--- config.mk ---
export PLATFORM = sky130hd
export DESIGN_NAME = occ_output_compare_channel
export DESIGN_NICKNAME = d
export VERILOG_FILES = /design/src/verilog/occ_pkg.sv /design/src/verilog/occ_output_compare_channel.sv
export VERILOG_INCLUDE_DIRS = /design/src /design/src/verilog
export SDC_FILE = /design/constraint.sdc
export NUM_CORES = 1
export LEC_CHECK = 0
export ABC_CLOCK_PERIOD_IN_PS = 6700
export BUFFER_PORTS_ARGS = -buffer_cell sky130_fd_sc_hd__buf_2
export CAP_MARGIN = 20
export CORE_MARGIN = 8
export CORE_UTILIZATION = 62
export CTS_CLUSTER_DIAMETER = 40
export DETAILED_ROUTE_END_ITERATION = 10
export GPL_ROUTABILITY_DRIVEN = 1
export MAX_ROUTING_LAYER = met4
export PLACE_DENSITY_LB_ADDON = 0.05
export SLEW_MARGIN = 25
export SYNTH_ARGS = -nofsm -noshare
export SYNTH_HDL_FRONTEND = slang
export SYNTH_SLANG_ARGS = --single-unit
export TNS_END_PERCENT = 5
--- constraint.sdc ---
create_clock -name sys_clk -period 6.7 [get_ports sys_clk]
set_clock_uncertainty 0.05 [all_clocks]
set_input_delay 0.335 -clock sys_clk [delete_from_list [all_inputs] [get_ports sys_clk]]
set_output_delay 0.335 -clock sys_clk [all_outputs]
set_load 0.005 [all_outputs]
--- src/verilog/occ_map.svh ---
`ifndef OCC_MAP_SVH
`define OCC_MAP_SVH

// Register word addresses on the plain register port.
`define OCC_ADDR_CTRL       4'h0
`define OCC_ADDR_PRIMARY    4'h1
`define OCC_ADDR_SECONDARY  4'h2
`define OCC_ADDR_INT_STATUS 4'h3
`define OCC_ADDR_INT_MASK   4'h4

// Control register field positions.
`define OCC_BIT_IDLE_HALT   13
`define OCC_BIT_FAULT       4
`define OCC_BIT_TIME_SEL    3
`define OCC_MODE_MSB        2

// Writable control bits; bit 4 is hardware owned, the rest unimplemented.
`define OCC_CTRL_WR_MASK    16'h200f
`define OCC_CTRL_RESET      16'h0000
`define OCC_CTRL_RSVD_MASK  16'hdfe0

// Interrupt status and mask layout.
`define OCC_INT_COMPARE     0
`define OCC_INT_FAULT       1
`define OCC_INT_RESET       2'h0

// Channels up to this index use fault input A, the rest input B.
`define OCC_FAULT_A_LAST    4

`endif

--- src/verilog/occ_pkg.sv ---
package occ_pkg;

	typedef enum logic [2:0] {
		OCC_MODE_OFF      = 3'h0,
		OCC_MODE_ONE_LOW  = 3'h1,
		OCC_MODE_ONE_HIGH = 3'h2,
		OCC_MODE_TOGGLE   = 3'h3,
		OCC_MODE_DELAYED  = 3'h4,
		OCC_MODE_CONT     = 3'h5,
		OCC_MODE_PWM      = 3'h6,
		OCC_MODE_PWM_FLT  = 3'h7
	} occ_mode_t;

	// Gray coded along idle, armed, high, done.
	typedef enum logic [1:0] {
		OCC_PS_IDLE  = 2'b00,
		OCC_PS_ARMED = 2'b01,
		OCC_PS_HIGH  = 2'b11,
		OCC_PS_DONE  = 2'b10
	} occ_pulse_t;

endpackage : occ_pkg

--- src/verilog/occ_output_compare_channel.sv ---
// The register addresses and the plain strobed port were decided locally.
`timescale 1ns/100ps
`default_nettype none
`include "occ_map.svh"

// Summary of operation
// - Mode field in control bits 2:0; zero disables and releases the pin.
// - Mode 001 starts low, compare forces high, interrupt on rising edge.
// - Mode 010 starts high, compare forces low, interrupt on falling edge.
// - Mode 011 keeps level, toggles per compare, interrupts on both edges.
// - Mode 100 starts low, makes one pulse, interrupts on its falling edge.
// - Mode 101 starts low, pulses continuously, interrupts on each falling edge.
// - Mode 110 is PWM ignoring the fault input, with no interrupt.
// - Mode 111 is PWM with fault; channels one to four use input A.
// - Entering PWM drives low if primary compare is zero or mode 111 keeps a latched fault, else high.
// - Read-only fault flag at bit 4, set on PWM fault, hardware cleared.
// - Bit 3 selects third timer when set, second timer when clear.
// - Bit 13 set halts the channel while the CPU is idle.
// - Control bits 15:14 and 12:5 ignore writes and read zero.
// - Output changes when the selected timer matches a compare register.
// - Channels five to eight use fault input B in fault PWM mode.
module occ_output_compare_channel #(
	parameter int CHANNEL_INDEX = 1
) (
	input  wire logic        sys_clk,        // System clock, 25 MHz.
	input  wire logic        rstn,           // Asynchronous reset, active low.
	input  wire logic [3:0]  regAddr,        // Register word address.
	input  wire logic [15:0] regWrData,      // Register write data.
	input  wire logic        regWr,          // Write strobe.
	input  wire logic        regRd,          // Read strobe.
	output logic      [15:0] regRdData,      // Read data, cycle after strobe.
	input  wire logic [15:0] timer2Count,    // Second general timer count.
	input  wire logic [15:0] timer3Count,    // Third general timer count.
	input  wire logic        cpuIdle,        // CPU is in Idle mode.
	input  wire logic        faultInputAN,   // Fault input A pin, active low.
	input  wire logic        faultInputBN,   // Fault input B pin, active low.
	output logic             compareOutPin,  // Compare output pin level.
	output logic             compareOutEn,   // Pin owned by the channel.
	output logic             irq             // Level interrupt.
);
	import occ_pkg::*;

	////////////////////////////////////////////////////////////////////////
	// Reset release and fault pin synchronisers.

	logic       rstMeta_q;
	logic       rstnSync;
	logic [1:0] faultMeta_q;
	logic [1:0] faultSync_q;
	logic       faultPrev_q;
	logic       faultOkN;

	always_ff @(posedge sys_clk or negedge rstn) begin
		if (!rstn) begin
			rstMeta_q <= 1'b0;
			rstnSync  <= 1'b0;
		end else begin
			rstMeta_q <= 1'b1;
			rstnSync  <= rstMeta_q;
		end
	end

	// Idle level of the fault pins is high, so that is the reset value.
	always_ff @(posedge sys_clk or negedge rstnSync) begin
		if (!rstnSync) begin
			faultMeta_q <= 2'h3;
			faultSync_q <= 2'h3;
			faultPrev_q <= 1'b1;
		end else begin
			faultMeta_q <= {faultInputBN, faultInputAN};
			faultSync_q <= faultMeta_q;
			faultPrev_q <= faultOkN;
		end
	end

	////////////////////////////////////////////////////////////////////////
	// Registers and channel state.

	logic [15:0] ctrl_q, ctrl_d;
	logic [15:0] primary_q, primary_d;
	logic [15:0] secondary_q, secondary_d;
	logic [15:0] duty_q, duty_d;
	logic [15:0] prevBase_q;
	logic [1:0]  intStatus_q, intStatus_d;
	logic [1:0]  intMask_q, intMask_d;
	logic [15:0] rdData_q, rdData_d;
	logic        out_q, out_d;
	logic        outEn_q, outEn_d;
	logic        irq_q, irq_d;
	occ_pulse_t  pulse_q, pulse_d;

	occ_mode_t   mode;
	logic [15:0] timeBase;
	logic [1:0]  clearBits;
	logic        advanced, matchPri, matchSec, matchDuty, rollover;
	logic        halted, faultFall, ctrlWr, opOut, initOut;
	logic        evCompare, evFault, faultSet;

	assign mode = occ_mode_t'(ctrl_q[`OCC_MODE_MSB:0]);
	assign timeBase = ctrl_q[`OCC_BIT_TIME_SEL] ? timer3Count : timer2Count;
	// Matches count only when the time base moves, so a stopped
	// timer sitting on the compare value does not retrigger every cycle.
	assign advanced  = timeBase != prevBase_q;
	assign matchPri  = advanced && (timeBase == primary_q);
	assign matchSec  = advanced && (timeBase == secondary_q);
	assign matchDuty = advanced && (timeBase == duty_q);
	assign rollover  = advanced && (timeBase == 16'h0000);
	assign halted = ctrl_q[`OCC_BIT_IDLE_HALT] && cpuIdle;
	assign faultOkN  = (CHANNEL_INDEX <= `OCC_FAULT_A_LAST) ?
		faultSync_q[0] : faultSync_q[1];
	assign faultFall = faultPrev_q && !faultOkN;
	assign ctrlWr    = regWr && (regAddr == `OCC_ADDR_CTRL);

	////////////////////////////////////////////////////////////////////////
	// Compare engine: next output and pulse state from the mode.

	always_comb begin
		opOut    = out_q;
		pulse_d  = pulse_q;
		duty_d   = duty_q;
		faultSet = 1'b0;
		if (!halted) begin
			case (mode)
				OCC_MODE_OFF:      opOut = 1'b0;
				OCC_MODE_ONE_LOW:  if (matchPri) opOut = 1'b1;
				OCC_MODE_ONE_HIGH: if (matchPri) opOut = 1'b0;
				OCC_MODE_TOGGLE:   if (matchPri) opOut = !out_q;
				OCC_MODE_DELAYED, OCC_MODE_CONT: begin
					case (pulse_q)
						OCC_PS_ARMED: begin
							if (matchPri) begin
								opOut   = 1'b1;
								pulse_d = OCC_PS_HIGH;
							end
						end
						OCC_PS_HIGH: begin
							if (matchSec) begin
								opOut   = 1'b0;
								pulse_d = (mode == OCC_MODE_CONT) ?
									OCC_PS_ARMED : OCC_PS_DONE;
							end
						end
						default: opOut = 1'b0;
					endcase
				end
				// PWM from rollover and latched duty
				default: begin
					if (rollover) begin
						duty_d = secondary_q;
						opOut  = secondary_q != 16'h0000;
					end else if (matchDuty) begin
						opOut = 1'b0;
					end
					if (mode == OCC_MODE_PWM_FLT &&
						(!faultOkN || ctrl_q[`OCC_BIT_FAULT])) begin
						opOut    = 1'b0;
						faultSet = !faultOkN;
					end
				end
			endcase
		end
	end

	always_comb begin
		evCompare = 1'b0;
		if (!halted && !ctrlWr) begin
			case (mode)
				OCC_MODE_ONE_LOW: evCompare = !out_q && opOut;
				OCC_MODE_TOGGLE:  evCompare = out_q != opOut;
				OCC_MODE_ONE_HIGH, OCC_MODE_DELAYED, OCC_MODE_CONT:
					evCompare = out_q && !opOut;
				default:          evCompare = 1'b0;
			endcase
		end
	end

	assign evFault = !halted && (mode == OCC_MODE_PWM_FLT) && faultFall;

	always_comb begin
		case (occ_mode_t'(regWrData[`OCC_MODE_MSB:0]))
			OCC_MODE_ONE_HIGH: initOut = 1'b1;
			OCC_MODE_TOGGLE:   initOut = out_q;
			OCC_MODE_PWM, OCC_MODE_PWM_FLT:
				initOut = primary_q != 16'h0000;
			default:           initOut = 1'b0;
		endcase
	end

	////////////////////////////////////////////////////////////////////////
	// Register port, control writes and interrupt status.

	always_comb begin
		ctrl_d      = ctrl_q;
		primary_d   = primary_q;
		secondary_d = secondary_q;
		intMask_d   = intMask_q;
		clearBits   = 2'h0;
		out_d       = opOut;
		rdData_d    = 16'h0000;
		if (faultSet) begin
			ctrl_d[`OCC_BIT_FAULT] = 1'b1;
		end
		if (regWr) begin
			if (regAddr == `OCC_ADDR_CTRL) begin
				// Only implemented bits take the write.
				ctrl_d = (regWrData & `OCC_CTRL_WR_MASK) |
					(ctrl_d & ~(`OCC_CTRL_WR_MASK));
				// Rewriting the mode releases the lock once clear.
				if (faultOkN) ctrl_d[`OCC_BIT_FAULT] = 1'b0;
				// Entry under a latched fault stays low.
				out_d = initOut && !(ctrl_d[`OCC_BIT_FAULT] &&
					ctrl_d[`OCC_MODE_MSB:0] == 3'h7);
			end else if (regAddr == `OCC_ADDR_PRIMARY) begin
				primary_d = regWrData;
			end else if (regAddr == `OCC_ADDR_SECONDARY) begin
				secondary_d = regWrData;
			end else if (regAddr == `OCC_ADDR_INT_STATUS) begin
				clearBits = regWrData[1:0];
			end else if (regAddr == `OCC_ADDR_INT_MASK) begin
				intMask_d = regWrData[1:0];
			end
		end
		if (regRd) begin
			if (regAddr == `OCC_ADDR_CTRL) begin
				rdData_d = ctrl_q;
			end else if (regAddr == `OCC_ADDR_PRIMARY) begin
				rdData_d = primary_q;
			end else if (regAddr == `OCC_ADDR_SECONDARY) begin
				rdData_d = secondary_q;
			end else if (regAddr == `OCC_ADDR_INT_STATUS) begin
				rdData_d = {14'h0000, intStatus_q};
			end else if (regAddr == `OCC_ADDR_INT_MASK) begin
				rdData_d = {14'h0000, intMask_q};
			end
		end
		// A new event wins over a write-one-to-clear in the same cycle.
		intStatus_d = (intStatus_q & ~clearBits) | {evFault, evCompare};
		// Disabled channel hands the pin back to the port logic.
		outEn_d = ctrl_d[`OCC_MODE_MSB:0] != OCC_MODE_OFF;
		irq_d   = |(intStatus_d & intMask_d);
	end

	// Pulse sequencer restarts from armed on any control write.
	occ_pulse_t pulseNext;
	assign pulseNext = ctrlWr ? OCC_PS_ARMED : pulse_d;

	always_ff @(posedge sys_clk or negedge rstnSync) begin
		if (!rstnSync) begin
			ctrl_q      <= `OCC_CTRL_RESET;
			primary_q   <= 16'h0000;
			secondary_q <= 16'h0000;
			duty_q      <= 16'h0000;
			prevBase_q  <= 16'h0000;
			intStatus_q <= `OCC_INT_RESET;
			intMask_q   <= `OCC_INT_RESET;
			rdData_q    <= 16'h0000;
			out_q       <= 1'b0;
			outEn_q     <= 1'b0;
			irq_q       <= 1'b0;
			pulse_q     <= OCC_PS_IDLE;
		end else begin
			ctrl_q      <= ctrl_d;
			primary_q   <= primary_d;
			secondary_q <= secondary_d;
			duty_q      <= duty_d;
			prevBase_q  <= timeBase;
			intStatus_q <= intStatus_d;
			intMask_q   <= intMask_d;
			rdData_q    <= rdData_d;
			out_q       <= out_d;
			outEn_q     <= outEn_d;
			irq_q       <= irq_d;
			pulse_q     <= pulseNext;
		end
	end

	assign regRdData     = rdData_q;
	assign compareOutPin = out_q;
	assign compareOutEn  = outEn_q;
	assign irq           = irq_q;

	logic run;
	assign run = !halted && !ctrlWr;
endmodule : occ_output_compare_channel

`default_nettype wire

==> out/qor.csv, run 1 <==
stage,metric,value,unit
power_and_ir_drop,clock power share,0.274,
setup_path,CP endpoint kind,flip-flop,
clock_network,CTS tree,yes,
route,drt first pass iters,4,
synthesis,Synth Area in XOR/XNOR,0.108,
die,overall die height,107,um
synthesis,Synth Cell Area,5170,sq um
synthesis,main combinational cell family by area after synthesis,multiplexers,
sta,# setup viols final,0,
clock_network,post-CTS sizing,0,
layout,fraction of layout cells with a size suffix above 1,0.313,
synthesis,YS warnings,0,
layout,Final Util,0.723,
synthesis,multiplexer share of the synthesized area,0.170,
clock_network,Clock Sinks,100,
grt,initial antenna violation count,0,
power_and_ir_drop,sequential share of power,0.494,
clock_network,clk buf depth,2,
place,detailed placement HPWL,9300,um
synthesis,Synth Area in Simple Gates,0.117,
synthesis,prevailing post-synth register cell,dfrtp_1,
power_and_ir_drop,combinational share of power,0.232,
synthesis,number of flops mapped to enable cells by yosys,0,
power_and_ir_drop,Static Leak,0.00268,uW
setup_path,crit start category,flip-flop,
route,routed len/inst,19.6,um
synthesis,Synth Area in Compound Gates,0.0743,
die,core area,8130,sq um
power_and_ir_drop,PwrDens,287,nW/um^2
setup_path,Crit Path Max Fanout,22,
grt,GRT Residual Overflow,0,
synthesis,share of synthesized registers carrying an async set or reset,1.00,
grt,GRT Util Overall,0.229,
layout,final antenna diode count,0,
power_and_ir_drop,P_sw,529,uW
clock_network,H-Tree Depth,3,
route,Total Wirelength,12400,um
grt,pin count of the biggest net entering global routing,53,
flow_run,maxcap violations,0,
synthesis,Netlist cell types,53,
grt,first-pass GRT wire length,20000,um
power_and_ir_drop,Net Sw Frac,0.313,
synthesis,"Avg Cell Area, Syn",11.6,sq um
sta,max-slew violations,0,
route,Starting DRT DRC Count,213,
sta,Worst slew margin,0.390,
place,Final GP Congestion,0.911,
layout,area added between synthesis and finish,13.7,%
sta,endpoints failing hold,0,
synthesis,Syn Inst Count,445,
power_and_ir_drop,Peak VDD IR,0.000149,V
die,Initial Util,0.635,
clock_network,clk_lat worst skew,0.36,ns
power_and_ir_drop,Pint,1160,uW
sta,RSZ-0062 raised after global routing,false,
setup_path,crit path DAT,5.35,ns
synthesis,sequential area share after synthesis,0.485,
synthesis,#FFs+latches synth,100,
sta,setup TNS,0,ns
grt,vias in the first global route,3956,
synthesis,post-synthesis adder-cell area fraction,0.00968,
route,drc violations,0,
synthesis,syn nets,508,
min_path,Hold Crit Class,in -> reg,
route,vias,3712,
route,Vias/cell,5.86,
sta,fmax,0.196,GHz
clock_network,Root Buffer,clkbuf_8,
sta,Slew @ Worst Pin,0.916,ns
setup_path,CP required,6.95,ns
sta,fin crit period,5.09,ns
clock_network,Worst-path clk slew,0.10,ns
clock_network,Inserted Clock Buffers,9,
die,die width,107,um
die,Top-Level Pins,78,
status,outcome,"complete, no violations",
die,Rows,33,
die,Die ar.,11500,sq um
route,Post-DRT Antenna Nets,0,
setup_path,type of the worst setup path,reg -> reg,
sta,fin crit share,0.760,
place,IO buf count,76,
layout,final net count,586,
layer usage:
metal,up-vias,routed length [um],global-route usage
li1,1716,-,-
met1,1827,5380,0.292
met2,148,5960,0.360
met3,21,835,0.0455
met4,0,216,0.0704
met5,-,0,-
registers in the layout (all words and copies together) (netlist names):
signal and count:
secondary_q 16, rstnSync 1, rstMeta_q 1, ctrl_q 6, primary_q 16, irq 1
prevBase_q 16, faultPrev_q 1, regRdData 16, intStatus_q 2, intMask_q 2, faultSync_q 1
duty_q 16, compareOutEn 1, compareOutPin 1, faultMeta_q 1, pulse_q 2
power by group through the flow:
stage          logic [uW]  clock network, uW  registers, uW
4_1_cts               392                467            831
2_1_floorplan         316                  0            786
5_1_grt               433                491            847
3_3_place_gp          370                  0            838
6_report              392                463            834
3_5_place_dp          389                  0            844
stage by stage:
stage	std cells	total power (uW)	hold slack [ns]	worst slack [ns]	cell area [sq um]
6_report	633	1690	0.163	1.61	5880
5_1_grt	633	1770	0.157	1.15	5880
4_1_cts	632	1690	0.00511	1.65	5870
3_5_place_dp	615	1230	0.0728	1.67	5610
3_3_place_gp	615	1210	0.0698	1.79	5610
2_1_floorplan	445	1100	-0.0106	2.96	5170
kinds of logic (layout without fill, tap and decap cells):
family                   Yosys count  in the layout
adder cells (fa/ha/maj)            4              4
AO/OA/AOI/OAI                     60             60
buffers and inverters             36            119
other                              1              1
AND/OR/NAND/NOR                  116            116
flip-flops                       100            100
XOR/XNOR                          64             64
multiplexers                      64             64
worst max-delay path: stages (launching register included):
cell and delay, ns:
dfrtp_2 0.97, mux2i_2 0.63, xnor2_1 0.12, nor4_1 0.38
nand4_1 0.28, nand2_1 0.20, ha_1 0.26, nand2_1 0.08
o31ai_1 0.07, a221oi_1 0.25, o21ai_1 0.12, a32oi_1 0.31
inv_1 0.09, ha_1 0.28, nand2_1 0.07, o21ai_0 0.10
o31ai_1 0.37, a32o_1 0.26, a22o_1 0.14
worst paths after layout:
kind	from	to	slack [ns]	cells past startpoint
max	ctrl_q[3]	irq	1.61	18
min	regWrData[6]	primary_q[6]	0.16	2
max reg2reg	ctrl_q[3]	irq	1.61	18
min reg2reg	rstnSync	primary_q[9]	0.31	0
max in group asynchronous	rstnSync	ctrl_q[3]	5.15	1
min in group asynchronous	rstn	rstnSync	0.22	2
placed cells by master, fill, tap and decap left out, types with 3 or more instances in the layout:
cell	count
a22oi_1	10
mux2_2	42
nand3_1	4
mux2i_2	5
ha_1	4
dfrtp_1	95
buf_2	76
inv_1	24
nand2_1	39
and2_1	4
mux2_4	6
dfstp_2	3
clkbuf_8	10
nand4_1	11
xor2_1	24
mux2i_4	11
a21oi_1	10
nor2_1	18
o21ai_1	3
bufinv_16	3
nor4_1	16
o21ai_0	18
xnor2_1	40
nor3_1	3
Yosys cell counts, types with 3 or more instances:
cell type / instances / area [sq um]
a21oi_1: 10 / 50.1
a22oi_1: 10 / 75.1
and2_1: 4 / 25.0
buf_6: 3 / 33.8
clkbuf_1: 7 / 26.3
dfrtp_1: 97 / 2430
dfstp_2: 3 / 78.8
ha_1: 4 / 50.1
inv_1: 24 / 90.1
mux2_2: 42 / 473
mux2_4: 6 / 90.1
mux2i_2: 5 / 68.8
mux2i_4: 11 / 248
nand2_1: 39 / 146
nand3_1: 4 / 20.0
nand4_1: 11 / 68.8
nor2_1: 19 / 71.3
nor3_1: 3 / 15.0
nor4_1: 16 / 100
o21ai_0: 18 / 90.1
o21ai_1: 3 / 15.0
xnor2_1: 40 / 350
xor2_1: 24 / 210
cell type report:
cell class / instances / area, sq um
multi-input combinational: 309 / 2490
sequential: 100 / 2510
clock inverter: 5 / 108
fill: 638 / 2260
clock buffer: 11 / 141
inverter: 24 / 90.1
tap: 105 / 131
timing repair buffer: 79 / 408
repair_timing:
action	4_1_cts	5_1_grt
endpoints found under the setup margin	0	0
buffers inserted	0	0
hold buffers	1	1
hold endpoints to repair	2	1
Power figures use the tool's default switching activity.
==> inputs of run 2 (changes only) <==
--- a/config.mk
+++ b/config.mk
@@ -6,11 +6,12 @@
 export SDC_FILE = /design/constraint.sdc
 export NUM_CORES = 1
 export LEC_CHECK = 0
-export ABC_CLOCK_PERIOD_IN_PS = 6700
+export ABC_AREA = 1
+export ABC_CLOCK_PERIOD_IN_PS = 4750
 export BUFFER_PORTS_ARGS = -buffer_cell sky130_fd_sc_hd__buf_2
 export CAP_MARGIN = 20
 export CORE_MARGIN = 8
-export CORE_UTILIZATION = 62
+export CORE_UTILIZATION = 58
 export CTS_CLUSTER_DIAMETER = 40
 export DETAILED_ROUTE_END_ITERATION = 10
 export GPL_ROUTABILITY_DRIVEN = 1
==> constraint.sdc (replaced) <==
create_clock -name sys_clk -period 4.75 [get_ports sys_clk]
set_clock_uncertainty 0.05 [all_clocks]
set_input_delay 0.2375 -clock sys_clk [delete_from_list [all_inputs] [get_ports sys_clk]]
set_output_delay 0.2375 -clock sys_clk [all_outputs]
set_load 0.005 [all_outputs]
==> run 2 against run 1 <==
Synthesized area rose by 8.7%; worst hold slack got worse by 0.10 ns; clock power rose by 13%; sequential power rose by 34%; synthesized cell count rose by 76%; first-iteration DRC count rose by 110%; combinational power rose by 89%; critical path type unchanged; fmax rose by 31%; largest cell class is now multi-input combinational cells.
==> out/qor.csv, run 2 <==
stage,metric,value,unit,change
flow_run,maxcap violations,0,,unchanged
route,vias,5215,,+40%
route,Post-DRT Antenna Nets,0,,unchanged
grt,met2 Use GR,0.358,,-0.00221
min_path,Hold Crit Class,in -> reg,,
clock_network,post-CTS sizing,0,,unchanged
clock_network,H-Tree Depth,3,,unchanged
status,outcome,"complete, no violations",,
sta,Worst slew margin,0.343,,-0.0467
setup_path,CP endpoint kind,flip-flop,,
clock_network,Inserted Clock Buffers,9,,unchanged
synthesis,"Avg Cell Area, Syn",7.19,sq um,-38%
clock_network,Clock Sinks,100,,unchanged
layout,fraction of layout cells with a size suffix above 1,0.156,,-0.157
sta,max-slew violations,0,,unchanged
synthesis,prevailing post-synth register cell,dfrtp_1,,
clock_network,clk buf depth,2,,unchanged
synthesis,YS warnings,0,,unchanged
grt,initial antenna violation count,0,,unchanged
sta,setup TNS,0,ns,unchanged
sta,fmax,0.256,GHz,+31%
die,Rows,36,,+9.1%
synthesis,post-synth top area share,0.432,,-0.0376
place,Final GP Congestion,0.905,,-0.58%
grt,GRT Util Overall,0.245,,+0.0158
synthesis,Netlist cell types,35,,-34%
sta,fin crit period,3.90,ns,-1.19 ns
clock_network,Worst-path clk slew,0.10,ns,about the same
synthesis,top-count cell post-synth,nand2_1,,
synthesis,sequential area share after synthesis,0.446,,-0.0389
setup_path,type of the worst setup path,reg -> reg,,
power_and_ir_drop,final total power,2380,uW,+41%
clock_network,CTS tree,yes,,
power_and_ir_drop,Peak VDD IR,0.000264,V,+78%
die,overall die height,114,um,+6.6%
synthesis,number of flops mapped to enable cells by yosys,0,,unchanged
layout,area added between synthesis and finish,12.1,%,
grt,Top Usage Layer GRT,met2,,
route,drt first pass iters,5,,+1
synthesis,most frequent cells after synthesis,"nand2_1, inv_1, dfrtp_1",,
sta,RSZ-0062 raised after global routing,false,,
grt,GRT Residual Overflow,0,,unchanged
die,core area,9590,sq um,+18%
setup_path,Crit Path Max Fanout,26,,+18%
die,Initial Util,0.586,,-0.0498
route,Vias/cell,5.25,,-11%
route,routed len/inst,14.8,um,-25%
place,IO buf count,76,,unchanged
synthesis,share of synthesized registers carrying an async set or reset,1.00,,unchanged
synthesis,Syn Inst Count,781,,+76%
grt,pin count of the biggest net entering global routing,53,,unchanged
layout,"commonest cells after routing, fill and taps aside","nand2_1, inv_1, dfrtp_1",,
synthesis,synth top area cells,"dfrtp_1, nand2_1, inv_1",,
die,Die ar.,13100,sq um,+14%
layout,"most common cell after layout, fill and taps aside",nand2_1,,
grt,first-pass GRT wire length,24600,um,+23%
setup_path,CP required,4.97,ns,-1.98 ns
clock_network,Root Buffer,clkbuf_8,,
grt,met1 usage,0.343,,+0.0514
grt,vias in the first global route,5008,,+27%
power_and_ir_drop,PwrDens,378,nW/um^2,+32%
route,Total Wirelength,14700,um,+18%
sta,# setup viols final,0,,unchanged
place,detailed placement HPWL,11100,um,+20%
die,die width,114,um,+6.6%
synthesis,Synth Cell Area,5620,sq um,+8.7%
layout,final net count,919,,+57%
sta,Slew @ Worst Pin,0.982,ns,+0.0664 ns
route,Starting DRT DRC Count,442,,+110%
setup_path,crit start category,flip-flop,,
sta,endpoints failing hold,0,,unchanged
clock_network,clk_lat worst skew,0.37,ns,about the same
die,Top-Level Pins,78,,unchanged
synthesis,syn nets,844,,+66%
synthesis,#FFs+latches synth,100,,unchanged
power_and_ir_drop,Static Leak,0.00336,uW,+25%
setup_path,crit path DAT,4.12,ns,-1.23 ns
route,drc violations,0,,unchanged
grt,GRT met3 Usage,0.0353,,-0.0102
layout,final antenna diode count,0,,unchanged
sta,fin crit share,0.821,,+0.0612
synthesis,leading area contributor after synthesis,dfrtp_1,,
[run 2: cell count changes after synthesis, sizes merged, moves of 16 or more]
cell	change
nand2	+276
inv	+95
mux2	-48
o21ai	+47
nand3	+36
xnor2	-35
xor2	-20
nor2	+19
mux2i	-16
[run 2: logic make-up after synthesis]
family / Yosys count / share of synthesized area
AO/OA/AOI/OAI: 102 / 0.0986
XOR/XNOR: 9 / 0.0140
adder cells (fa/ha/maj): 4 / 0.00891
buffers and inverters: 136 / 0.0980
flip-flops: 100 / 0.446
other: 1 / 0.000667
AND/OR/NAND/NOR: 429 / 0.334
[run 2: worst max-delay path, stage by stage, from the launching register on]
cell and delay (ns):
dfrtp_1 0.42, inv_4 0.31, nand2_1 0.22, nand2_2 0.18, nand2_1 0.07, nand2_1 0.06
nor2_1 0.05, nand2_1 0.09, nor2_1 0.05, nand2_2 0.13, nand4_1 0.28, ha_1 0.38
inv_1 0.03, o21ai_0 0.17, nor2_1 0.07, nand2_1 0.06, nand2_1 0.06, nand2_2 0.09
inv_1 0.05, ha_1 0.16, nand2_1 0.06, o21ai_0 0.09, o211ai_1 0.29, nand2_1 0.13
a22o_1 0.20
[run 2: final cells by class]
| cell class | instances | area, sq um |
|---|---|---|
| Tap cell | 133 | 166 |
| Sequential cell | 100 | 2510 |
| Multi-Input combinational cell | 545 | 2560 |
| Clock inverter | 5 | 45.0 |
| Clock buffer | 11 | 141 |
| Inverter | 119 | 449 |
| Fill cell | 864 | 3300 |
| Timing Repair Buffer | 81 | 423 |
[run 2: metal layers]
metal / part of all wire / vias up
met5: 0 / -
met2: 0.44 / 193
met4: 0.014 / 0
li1: - / 2605
met1: 0.47 / 2402
met3: 0.074 / 15
[run 2: final timing paths]
path	from	cells after the start	slack, ns	to
setup / recovery	ctrl_q[3]	24	0.85	irq
hold / removal	regWrData[3]	3	0.06	ctrl_q[3]
setup reg to reg	ctrl_q[3]	24	0.85	irq
hold reg to reg	rstnSync	0	0.31	prevBase_q[10]
max in group asynchronous	rstnSync	1	3.22	secondary_q[3]
min in group asynchronous	rstn	2	0.12	rstMeta_q
[run 2: what timing repair did]
action / in CTS / in global routing
hold endpoints to repair: 3 / 0
hold buffers: 2 / 0
setup buffers: 0 / 0
[run 2: report_power, final]
group          switching (uW)  total, uW  internal (uW)
logic                     480        739            260
registers                 141       1120            978
clock network             312        524            213
[run 2: per-stage QoR]
| step | cells | util | setup WS [ns] | instance area [sq um] | hold slack, ns |
|---|---|---|---|---|---|
| after floorplan | 781 | - | 1.71 | 5620 | -0.108 |
| after CTS | 994 | 0.656 | 0.929 | 6300 | 0.0350 |
| after global routing | 994 | 0.656 | 0.586 | 6300 | 0.0490 |
| after global placement | 976 | 0.635 | 1.02 | 6090 | -0.0287 |
| final | 994 | 0.656 | 0.849 | 6300 | 0.0606 |
| after detailed placement | 976 | 0.635 | 0.962 | 6090 | -0.0264 |
==> inputs of run 3 (changes only) <==
--- a/config.mk
+++ b/config.mk
@@ -7,7 +7,7 @@
 export NUM_CORES = 1
 export LEC_CHECK = 0
 export ABC_AREA = 1
-export ABC_CLOCK_PERIOD_IN_PS = 4750
+export ABC_CLOCK_PERIOD_IN_PS = 4000
 export BUFFER_PORTS_ARGS = -buffer_cell sky130_fd_sc_hd__buf_2
 export CAP_MARGIN = 20
 export CORE_MARGIN = 8
==> constraint.sdc (replaced) <==
create_clock -name sys_clk -period 4 [get_ports sys_clk]
set_clock_uncertainty 0.05 [all_clocks]
set_input_delay 0.2 -clock sys_clk [delete_from_list [all_inputs] [get_ports sys_clk]]
set_output_delay 0.2 -clock sys_clk [all_outputs]
set_load 0.005 [all_outputs]
==> run 3 against run 2 <==
Count of clock-buffer cells in the layout stayed put; non-clock buffer count up 7; sequential power increased by 19%; global-route usage decreased by 0.31 points; via count down 0.58%; first-iteration DRC count down 9.0%; clock power up 23%; worst hold slack got worse by 0.031 ns; critical path type unchanged; critical endpoint unchanged; highest routed layer unchanged.
==> out/qor.csv, run 3 (same netlist as run 2, synthesis figures left out) <==
stage,metric,value,unit,change
die,die width,114,um,unchanged
place,IO buf count,76,,unchanged
setup_path,CP endpoint kind,flip-flop,,
route,Post-DRT Antenna Nets,0,,unchanged
grt,initial antenna violation count,0,,unchanged
layout,FILL cells,878,,+1.6%
sta,RSZ-0062 raised after global routing,false,,
layout,"most common cell after layout, fill and taps aside",nand2_1,,
place,Final GP Congestion,0.895,,-1.2%
power_and_ir_drop,Peak VDD IR,0.000346,V,+31%
sta,endpoints failing hold,0,,unchanged
route,vias,5185,,-0.58%
power_and_ir_drop,final total power,2860,uW,+20%
power_and_ir_drop,Static Leak,0.00340,uW,+1.2%
die,Top-Level Pins,78,,unchanged
grt,vias in the first global route,4901,,-2.1%
clock_network,clk buf depth,2,,unchanged
clock_network,Root Buffer,clkbuf_8,,
route,Total Wirelength,14700,um,about the same
setup_path,CP required,4.20,ns,-0.77 ns
setup_path,crit start category,flip-flop,,
layout,final antenna diode count,0,,unchanged
clock_network,Clock Sinks,100,,unchanged
grt,GRT Residual Overflow,0,,unchanged
die,core area,9590,sq um,unchanged
sta,fmax,0.279,GHz,+8.7%
die,overall die height,114,um,unchanged
grt,first-pass GRT wire length,24300,um,-1.4%
place,detailed placement HPWL,10900,um,-1.7%
clock_network,CTS tree,yes,,
sta,setup TNS,0,ns,unchanged
die,Die ar.,13100,sq um,unchanged
layout,final net count,926,,+0.76%
sta,max-slew violations,0,,unchanged
grt,GRT Util Overall,0.241,,-0.00314
clock_network,Inserted Clock Buffers,9,,unchanged
setup_path,Crit Path Max Fanout,24,,-7.7%
sta,fin crit share,0.897,,+0.0760
die,Rows,36,,unchanged
sta,# setup viols final,0,,unchanged
power_and_ir_drop,PwrDens,448,nW/um^2,+18%
die,Initial Util,0.586,,unchanged
route,Starting DRT DRC Count,402,,-9.0%
clock_network,Worst-path clk slew,0.09,ns,about the same
layout,"commonest cells after routing, fill and taps aside","nand2_1, inv_1, dfrtp_1",,
setup_path,crit path DAT,3.79,ns,-0.33 ns
layout,multi-input logic area,2560,sq um,unchanged
layout,fraction of layout cells with a size suffix above 1,0.161,,+0.00566
min_path,Hold Crit Class,in -> reg,,
clock_network,H-Tree Depth,3,,unchanged
route,drt first pass iters,5,,unchanged
route,Vias/cell,5.18,,-1.3%
clock_network,clk_lat worst skew,0.37,ns,about the same
grt,pin count of the biggest net entering global routing,74,,+40%
sta,Slew @ Worst Pin,0.884,ns,-0.0981 ns
sta,Worst slew margin,0.409,,+0.0664
route,routed len/inst,14.7,um,-0.71%
setup_path,type of the worst setup path,reg -> reg,,
status,outcome,"complete, no violations",,
layout,register area,2510,sq um,unchanged
sta,fin crit period,3.59,ns,-0.312 ns
flow_run,maxcap violations,0,,unchanged
route,drc violations,0,,unchanged
layout,area added between synthesis and finish,13.5,%,
run 3: area by class of cell:
class	count	share of cell area
clock buffers	11	0.0206
flip-flops and latches	100	0.394
inverters	119	0.0704
well taps	133	0.0261
multi-input cells	545	0.402
repair buffers	88	0.0777
clock inverters	5	0.00981
run 3: per-stage QoR:
stage	area [sq um]	setup slack [ns]	std cells	utilization	hold WS, ns
6_report	6380	0.411	1001	0.665	0.0298
5_1_grt	6380	0.120	1001	0.665	0.0327
4_1_cts	6330	0.308	998	0.660	0.0231
3_5_place_dp	6120	0.334	980	0.638	-0.0637
3_3_place_gp	6120	0.334	980	0.638	-0.0663
2_1_floorplan	5620	0.963	781	-	-0.146
run 3: power by group:
part	total, uW	switching, uW	internal (uW)
registers	1330	165	1160
logic	884	569	315
clock network	647	354	293
run 3: worst paths after layout:
check / start / to / slack [ns] / cells past startpoint
worst min register to register: rstnSync / regRdData[10] / 0.21 / 0
worst max register to register: ctrl_q[3] / irq / 0.41 / 25
worst max-delay path: ctrl_q[3] / irq / 0.41 / 25
worst min-delay path: regWrData[3] / ctrl_q[3] / 0.03 / 3
max in group asynchronous: rstnSync / duty_q[2] / 2.99 / 1
min in group asynchronous: rstn / rstnSync / 0.08 / 2
run 3: layer usage:
metal	vias up	track usage	part of all wire
li1	2616	-	-
met2	157	0.350	0.44
met3	18	0.0301	0.063
met4	0	0.0807	0.017
met5	-	-	0
met1	2394	0.342	0.48
run 3: worst max-delay path: stages (launching register included):
cell	delay (ns)
dfrtp_1	0.39
buf_4	0.29
nand2_1	0.17
nand2_2	0.18
nand2_1	0.07
nand2_1	0.05
nor2_1	0.04
nand2_1	0.08
nor2_2	0.04
nand2_2	0.14
nand4_1	0.11
buf_4	0.18
ha_1	0.26
inv_1	0.03
o21ai_0	0.15
nor2_1	0.07
nand2_1	0.06
nand2_1	0.06
nand2_2	0.09
inv_1	0.05
ha_1	0.16
nand2_1	0.05
o21ai_0	0.07
o211ai_1	0.29
nand2_1	0.13
a22o_1	0.20
run 3: timing repair:
item	in CTS	in global routing
hold buffers	2	0
gates resized for setup	0	0
hold endpoints to repair	3	0
setup endpoints to repair	0	1
buffers inserted	0	2
